$ cat config.mk
export PLATFORM = sky130hd
export DESIGN_NAME = bst_tap
export DESIGN_NICKNAME = d
export VERILOG_FILES = /design/src/design/bst_tap.v /design/src/design/bst_tap_fsm.v
export VERILOG_INCLUDE_DIRS = /design/src /design/src/design
export SDC_FILE = /design/constraint.sdc
export NUM_CORES = 1
export LEC_CHECK = 0
export ABC_AREA = 1
export BUFFER_PORTS_ARGS = -buffer_cell sky130_fd_sc_hd__buf_2
export CAP_MARGIN = 5
export CORE_MARGIN = 2
export CORE_UTILIZATION = 48
export CTS_BUF_LIST = sky130_fd_sc_hd__clkbuf_4 sky130_fd_sc_hd__clkbuf_8 sky130_fd_sc_hd__clkbuf_16
export DETAILED_ROUTE_END_ITERATION = 12
export MAX_ROUTING_LAYER = met4
export PLACE_DENSITY = 0.74
export SLEW_MARGIN = 5
export SYNTH_ARGS = -nofsm -noshare
export SYNTH_HDL_FRONTEND = slang
export SYNTH_HIERARCHICAL = 1
export SYNTH_SLANG_ARGS = --single-unit
$ cat constraint.sdc
create_clock -name clk_sys_in -period 2.87 [get_ports clk_sys_in]
set_clock_uncertainty 0.2 [all_clocks]
set_input_delay 0.1435 -clock clk_sys_in [delete_from_list [all_inputs] [get_ports clk_sys_in]]
set_output_delay 0.1435 -clock clk_sys_in [all_outputs]
set_load 0.02 [all_outputs]
$ cat src/design/bst_regs.vh
`ifndef BST_REGS_VH
`define BST_REGS_VH
// instruction register
`define BST_INS_WIDTH 3
`define BST_INS_CAPTURE 3'h1
`define BST_INS_RESET 3'h7
// instruction codes
`define BST_OP_EXTEST 3'h0
`define BST_OP_SAMPLE 3'h1
`define BST_OP_BYPASS 3'h7
// controller states
`define BST_ST_RESET 4'h0
`define BST_ST_IDLE 4'h1
`define BST_ST_SEL_DR 4'h2
`define BST_ST_CAP_DR 4'h3
`define BST_ST_SH_DR 4'h4
`define BST_ST_EX1_DR 4'h5
`define BST_ST_PAU_DR 4'h6
`define BST_ST_EX2_DR 4'h7
`define BST_ST_UPD_DR 4'h8
`define BST_ST_SEL_INS 4'h9
`define BST_ST_CAP_INS 4'hA
`define BST_ST_SH_INS 4'hB
`define BST_ST_EX1_INS 4'hC
`define BST_ST_PAU_INS 4'hD
`define BST_ST_EX2_INS 4'hE
`define BST_ST_UPD_INS 4'hF
// tester reset stretch: 100 ns recovery at 5 ns clock
`define BST_TRST_REC_NS 100
`define BST_CLK_NS 5
`define BST_TRST_REC_CYC ((`BST_TRST_REC_NS + `BST_CLK_NS - 1) / `BST_CLK_NS)
`endif

$ cat src/design/bst_tap.v
`timescale 1ns/1ps
`include "bst_regs.vh"
module bst_tap #(
    parameter NUM_IO = 8
) (
    // system
    input wire clk_sys_in,
    input wire rst_in,
    // test port pins
    input wire tck_in,
    input wire tms_in,
    input wire tdi_in,
    input wire trst_n_in,
    output reg tdo_out,
    output reg tdo_oe_out,
    // core side signals
    input wire [NUM_IO-1:0] core_out_in,
    input wire [NUM_IO-1:0] core_oe_in,
    input wire [NUM_IO-1:0] pin_val_in,
    // pad side signals
    output reg [NUM_IO-1:0] pad_out_out,
    output reg [NUM_IO-1:0] pad_oe_out,
    output reg [NUM_IO-1:0] core_in_out,
    // status
    output reg [2:0] instr_out,
    output reg extest_out
);
    localparam BSR_LEN = 3 * NUM_IO;

    // two-stage synchronisers
    reg tck_s1_q, tck_s2_q, tck_s3_q;
    reg tms_s1_q, tms_s2_q;
    reg tdi_s1_q, tdi_s2_q;
    reg trst_s1_q, trst_s2_q;
    reg [NUM_IO-1:0] pin_s1_q, pin_s2_q;
    reg [NUM_IO-1:0] cout_s1_q, cout_s2_q;
    reg [NUM_IO-1:0] coe_s1_q, coe_s2_q;

    always @(posedge clk_sys_in) begin
        if (rst_in) begin
            // test clock idles high; avoids a false rise after reset
            tck_s1_q <= 1'b1;
            tck_s2_q <= 1'b1;
            tck_s3_q <= 1'b1;
            tms_s1_q <= 1'b1;
            tms_s2_q <= 1'b1;
            tdi_s1_q <= 1'b1;
            tdi_s2_q <= 1'b1;
            trst_s1_q <= 1'b0;
            trst_s2_q <= 1'b0;
        end else begin
            tck_s1_q <= tck_in;
            tck_s2_q <= tck_s1_q;
            tck_s3_q <= tck_s2_q;
            tms_s1_q <= tms_in;
            tms_s2_q <= tms_s1_q;
            tdi_s1_q <= tdi_in;
            tdi_s2_q <= tdi_s1_q;
            trst_s1_q <= ~trst_n_in;
            trst_s2_q <= trst_s1_q;
        end
    end

    always @(posedge clk_sys_in) begin
        pin_s1_q <= pin_val_in;
        pin_s2_q <= pin_s1_q;
        cout_s1_q <= core_out_in;
        cout_s2_q <= cout_s1_q;
        coe_s1_q <= core_oe_in;
        coe_s2_q <= coe_s1_q;
    end

    wire tck_rise = tck_s2_q & ~tck_s3_q;
    wire tck_fall = ~tck_s2_q & tck_s3_q;
    wire trst_act = trst_s2_q;

    // controller
    wire [3:0] st;
    bst_tap_fsm u_fsm (
        .clk_sys_in(clk_sys_in),
        .rst_in(rst_in),
        .tck_rise_in(tck_rise),
        .tms_in(tms_s2_q),
        .trst_in(trst_act),
        .state_out(st)
    );

    // instruction path
    reg [`BST_INS_WIDTH-1:0] instr_shift_q;
    reg [`BST_INS_WIDTH-1:0] instr_q;
    reg bypass_q;
    reg [BSR_LEN-1:0] bsr_shift_q;
    reg [BSR_LEN-1:0] bsr_upd_q;
    reg tdo_d;
    reg tdo_en_d;

    wire sel_bsr = (instr_q == `BST_OP_EXTEST) || (instr_q == `BST_OP_SAMPLE);
    wire sel_byp = ~sel_bsr;
    wire is_extest = (instr_q == `BST_OP_EXTEST);

    always @(posedge clk_sys_in) begin
        if (rst_in || trst_act || st == `BST_ST_RESET) begin
            instr_shift_q <= `BST_INS_RESET;
            instr_q <= `BST_INS_RESET;
        end else if (tck_rise) begin
            case (st)
                `BST_ST_CAP_INS: instr_shift_q <= `BST_INS_CAPTURE;
                `BST_ST_SH_INS: begin
                    instr_shift_q <= {tdi_s2_q, instr_shift_q[`BST_INS_WIDTH-1:1]};
                end
                `BST_ST_UPD_INS: instr_q <= instr_shift_q;
                default: instr_shift_q <= instr_shift_q;
            endcase
        end
    end

    // bypass and boundary-scan data path
    wire [BSR_LEN-1:0] bsr_cap = {coe_s2_q, cout_s2_q, pin_s2_q};

    always @(posedge clk_sys_in) begin
        if (rst_in) begin
            bypass_q <= 1'b0;
            bsr_shift_q <= {BSR_LEN{1'b0}};
            bsr_upd_q <= {BSR_LEN{1'b0}};
        end else if (tck_rise) begin
            case (st)
                `BST_ST_CAP_DR: begin
                    bypass_q <= 1'b0;
                    if (sel_bsr) begin
                        bsr_shift_q <= bsr_cap;
                    end
                end
                `BST_ST_SH_DR: begin
                    if (sel_byp) begin
                        bypass_q <= tdi_s2_q;
                    end else begin
                        bsr_shift_q <= {tdi_s2_q, bsr_shift_q[BSR_LEN-1:1]};
                    end
                end
                `BST_ST_UPD_DR: begin
                    if (sel_bsr) begin
                        bsr_upd_q <= bsr_shift_q;
                    end
                end
                default: bypass_q <= bypass_q;
            endcase
        end
    end

    // serial output, updated on falling test clock
    always @* begin
        tdo_en_d = 1'b0;
        tdo_d = 1'b0;
        if (st == `BST_ST_SH_INS) begin
            tdo_en_d = 1'b1;
            tdo_d = instr_shift_q[0];
        end else if (st == `BST_ST_SH_DR) begin
            tdo_en_d = 1'b1;
            tdo_d = sel_byp ? bypass_q : bsr_shift_q[0];
        end
    end

    always @(posedge clk_sys_in) begin
        if (rst_in || trst_act) begin
            tdo_out <= 1'b0;
            tdo_oe_out <= 1'b0;
        end else if (tck_fall) begin
            tdo_out <= tdo_d;
            tdo_oe_out <= tdo_en_d;
        end
    end

    // pad muxing: extest drives pads from update stage
    genvar i;
    generate
        for (i = 0; i < NUM_IO; i = i + 1) begin : g_cell
            always @(posedge clk_sys_in) begin
                if (rst_in) begin
                    pad_out_out[i] <= 1'b0;
                    pad_oe_out[i] <= 1'b0;
                    core_in_out[i] <= 1'b0;
                end else begin
                    pad_out_out[i] <= is_extest ? bsr_upd_q[NUM_IO+i] : cout_s2_q[i];
                    pad_oe_out[i] <= is_extest ? bsr_upd_q[2*NUM_IO+i] : coe_s2_q[i];
                    core_in_out[i] <= pin_s2_q[i];
                end
            end
        end
    endgenerate

    always @(posedge clk_sys_in) begin
        if (rst_in) begin
            instr_out <= `BST_INS_RESET;
            extest_out <= 1'b0;
        end else begin
            instr_out <= instr_q;
            extest_out <= is_extest;
        end
    end
endmodule // bst_tap

$ cat src/design/bst_tap_fsm.v
`timescale 1ns/1ps
`include "bst_regs.vh"
module bst_tap_fsm (
    // clock and reset
    input wire clk_sys_in,
    input wire rst_in,
    // test clock events
    input wire tck_rise_in,
    input wire tms_in,
    input wire trst_in,
    // state
    output reg [3:0] state_out
);
    reg [3:0] state_d;

    always @* begin
        state_d = state_out;
        case (state_out)
            `BST_ST_RESET: state_d = tms_in ? `BST_ST_RESET : `BST_ST_IDLE;
            `BST_ST_IDLE: state_d = tms_in ? `BST_ST_SEL_DR : `BST_ST_IDLE;
            `BST_ST_SEL_DR: state_d = tms_in ? `BST_ST_SEL_INS : `BST_ST_CAP_DR;
            `BST_ST_CAP_DR: state_d = tms_in ? `BST_ST_EX1_DR : `BST_ST_SH_DR;
            `BST_ST_SH_DR: state_d = tms_in ? `BST_ST_EX1_DR : `BST_ST_SH_DR;
            `BST_ST_EX1_DR: state_d = tms_in ? `BST_ST_UPD_DR : `BST_ST_PAU_DR;
            `BST_ST_PAU_DR: state_d = tms_in ? `BST_ST_EX2_DR : `BST_ST_PAU_DR;
            `BST_ST_EX2_DR: state_d = tms_in ? `BST_ST_UPD_DR : `BST_ST_SH_DR;
            `BST_ST_UPD_DR: state_d = tms_in ? `BST_ST_SEL_DR : `BST_ST_IDLE;
            `BST_ST_SEL_INS: state_d = tms_in ? `BST_ST_RESET : `BST_ST_CAP_INS;
            `BST_ST_CAP_INS: state_d = tms_in ? `BST_ST_EX1_INS : `BST_ST_SH_INS;
            `BST_ST_SH_INS: state_d = tms_in ? `BST_ST_EX1_INS : `BST_ST_SH_INS;
            `BST_ST_EX1_INS: state_d = tms_in ? `BST_ST_UPD_INS : `BST_ST_PAU_INS;
            `BST_ST_PAU_INS: state_d = tms_in ? `BST_ST_EX2_INS : `BST_ST_PAU_INS;
            `BST_ST_EX2_INS: state_d = tms_in ? `BST_ST_UPD_INS : `BST_ST_SH_INS;
            `BST_ST_UPD_INS: state_d = tms_in ? `BST_ST_SEL_DR : `BST_ST_IDLE;
            default: state_d = `BST_ST_RESET;
        endcase
    end

    always @(posedge clk_sys_in) begin
        if (rst_in || trst_in) begin
            state_out <= `BST_ST_RESET;
        end else if (tck_rise_in) begin
            state_out <= state_d;
        end
    end
endmodule // bst_tap_fsm

==> impl_results.md <==
- Status: finished clean
- RSZ-0062 raised after global routing: false
- Final Critical Period: 2015 ps
- Top-count cell post-synth: dfxtp_1
- Die X: 104.3 um
- Mean Syn Cell Area: 7.883 um2
- Io pins: 60
- Post-synth top cells: dfxtp_1, nand2_1, nor2_1
- Core region area: 9774 um2
- P per Cell Area: 739.2 nW/um2
- Max Slew Vio Count: 0
- First-pass DRT Iterations: 5
- Setup TNS: 0 ps
- Logic pwr share: 3.9%
- Layout cells sized above 1: 18.69%
- Area grow syn2layout: 27.94%
- Worst setup SP type: register
- DR WL/cell: 11.80 um
- Part of the cycle the worst path needs: 70.20%
- GPL Wtd Cong: 0.8511
- CTS tree: done
- Post-synth EDFFs: 0
- Critical Path Start: u_fsm/state_out[1]
- Max cap viols: 0
- Port Buffer Count: 59
- WS Path Type: reg2reg
- First-pass GRT wire length: 16930 um
- Vias in the first global route: 3751
- CTS resizes: 0
- Post-synthesis sequential area ratio: 57.17%
- Layout Utilization: 63.25%
- Seq pwr share: 43.8%
- Clock share of power: 52.3%
- Finish-stage setup viols: 0
- Ys async rst share: 0%
- Clock buffer depth: 2
- Hold path startpoint: core_out_in[4]
- Yosys top cell by area: dfxtp_1
- Switching share of power: 20.12%
- Crit path DAT: 2230 ps
- Synth unique cells: 27
- Vias: 4012
- Highest Clock Rate: 496.4 MHz
- Drt via density: 4.720
- Mapped cell area: 4832 um2
- Num CTS Buffers: 17
- Cells after synthesis: 613
- Nets: 735
- Worst slew pin tran: 737.9 ps
- Total GRT Usage: 19.99%
- Switching pwr: 0.9197 mW
- Crit-path max FO: 48
- P_int: 3.650 mW
- Root Driver: clkbuf_8
- Hold Crit Class: in2reg
- Initial antenna violation count: 0
- Synth Register Bits: 138
- Hold Vio Cnt, Final: 0
- CTS H-tree lvls: 4
- Pwr Total: 4.570 mW
- Lkg Pwr: 3.009 nW
- Dpl hpwl: 5940 um
- Clk_lat worst skew: 520 ps
- Yosys top cell area share: 57.17%
- Post-route cell area: 6182 um2
- Worst r2r src: u_fsm/state_out[1]
- Congestion Overflow GR: 0
- # hold bufs at CTS: 33
- Synthesized Nets: 643
- N_diodes: 0
- # clock sinks: 138
- Synth Flop Type: dfxtp_1
- Die Span Y: 104.3 um
- Ranking of synthesized cells by area: dfxtp_1, nand2_1, nor2_1
- Total wire length: 10030 um
- Slew headroom: 50.37%
- Die area: 10890 um2
- Antenna Nets Post-Route: 0
- Cell row count: 36
- Multi-input logic area: 1698 um2
- Post-CTS setup buffers: 0
- Largest net degree at the start of global routing: 49
- Clock transition at the registers of the reported paths: 60 ps
- Fillcell total: 797
- DRC: 0
- VDD IR max: 0.4306 mV
- Crit. End Element: register
- Synth warnings: 6
- 1st-iter DRT viols: 324
- Post-DP Area: 5192 um2
- FF+latch area: 2763 um2
- Starting Density: 49.44%
- Worst EP required: 3080 ps
- Hold WS: 47.52 ps
## through the flow
step	worst slack, ps	std cells
final	855.3	850
after global routing	682.3	850
after CTS	876.2	850
after detailed placement	908.4	786
after global placement	958.2	786
after floorplan	1218	613
## final timing paths
| path | endpoint | slack (ps) | cells past startpoint |
|---|---|---|---|
| worst max-delay path | bsr_shift_q[6] | 860 | 8 |
| worst min-delay path | cout_s1_q[4] | 50 | 2 |
| worst max register to register | bsr_shift_q[6] | 860 | 8 |
| worst min register to register | coe_s2_q[0] | 130 | 0 |
## metal layers
layer	vias up	track usage, %	routed length (um)
li1	2068	-	-
met5	-	-	0
met3	21	6.328	556
met1	1797	23.54	4437
met4	0	7.336	218
met2	126	32.12	4821
## cells in the final DEF (no fill, tap or decap), types with 2 or more instances in the layout
master	instances
nand2_2	3
clkbuf_16	16
nand3_1	34
clkinv_4	4
a21oi_1	6
dlygate4sd3_1	33
inv_1	50
inv_2	8
or2_2	8
o21ai_1	3
dfxtp_1	138
o211ai_1	2
buf_4	7
buf_2	59
nor2_1	133
inv_6	2
nand2_1	135
bufinv_16	6
o21ai_0	44
nor2_2	13
nand4_1	2
## power groups by stage
stage | clock network (mW) | logic [mW] | registers, mW
2_1_floorplan | 0 | 0.0642 | 2.06
3_3_place_gp | 0 | 0.139 | 2.04
3_5_place_dp | 0 | 0.140 | 2.04
4_1_cts | 2.43 | 0.176 | 2.00
5_1_grt | 2.52 | 0.198 | 2.01
6_report | 2.39 | 0.177 | 2.00
## worst max-delay path, cell delays in order, from the launching register on
cell and delay (ps):
dfxtp_1 630, nor2_2 130, nand2_1 110, nand2_1 100, nand3_2 70, buf_4 410, nand2_1 100, nand2_1 90
nor2_1 50
## cells by family (layout without fill, tap and decap cells)
kind of cell	count (synthesis)	after routing	share of synthesized area [%]
simple gates	332	332	28.64
flops	138	138	57.17
compound gates	59	59	6.499
buf+inv	84	188	7.690
## flip-flops by register name, indices dropped and copies added (netlist names), 8 cells and up
name,flops
pin_s2_q,8
bsr_shift_q,24
pad_oe_out,8
bsr_upd_q,16
coe_s1_q,8
pad_out_out,8
coe_s2_q,8
cout_s2_q,8
pin_s1_q,8
core_in_out,8
cout_s1_q,8
## cell type report
class / instances / area share, %
sequential: 138 / 44.69
multi-input combinational: 391 / 27.46
timing repair buffer: 99 / 10.97
clock buffer: 17 / 6.699
clock inverter: 14 / 3.967
inverter: 58 / 3.522
tap: 133 / 2.692
Note: power is estimated with default switching activity, not from simulation.
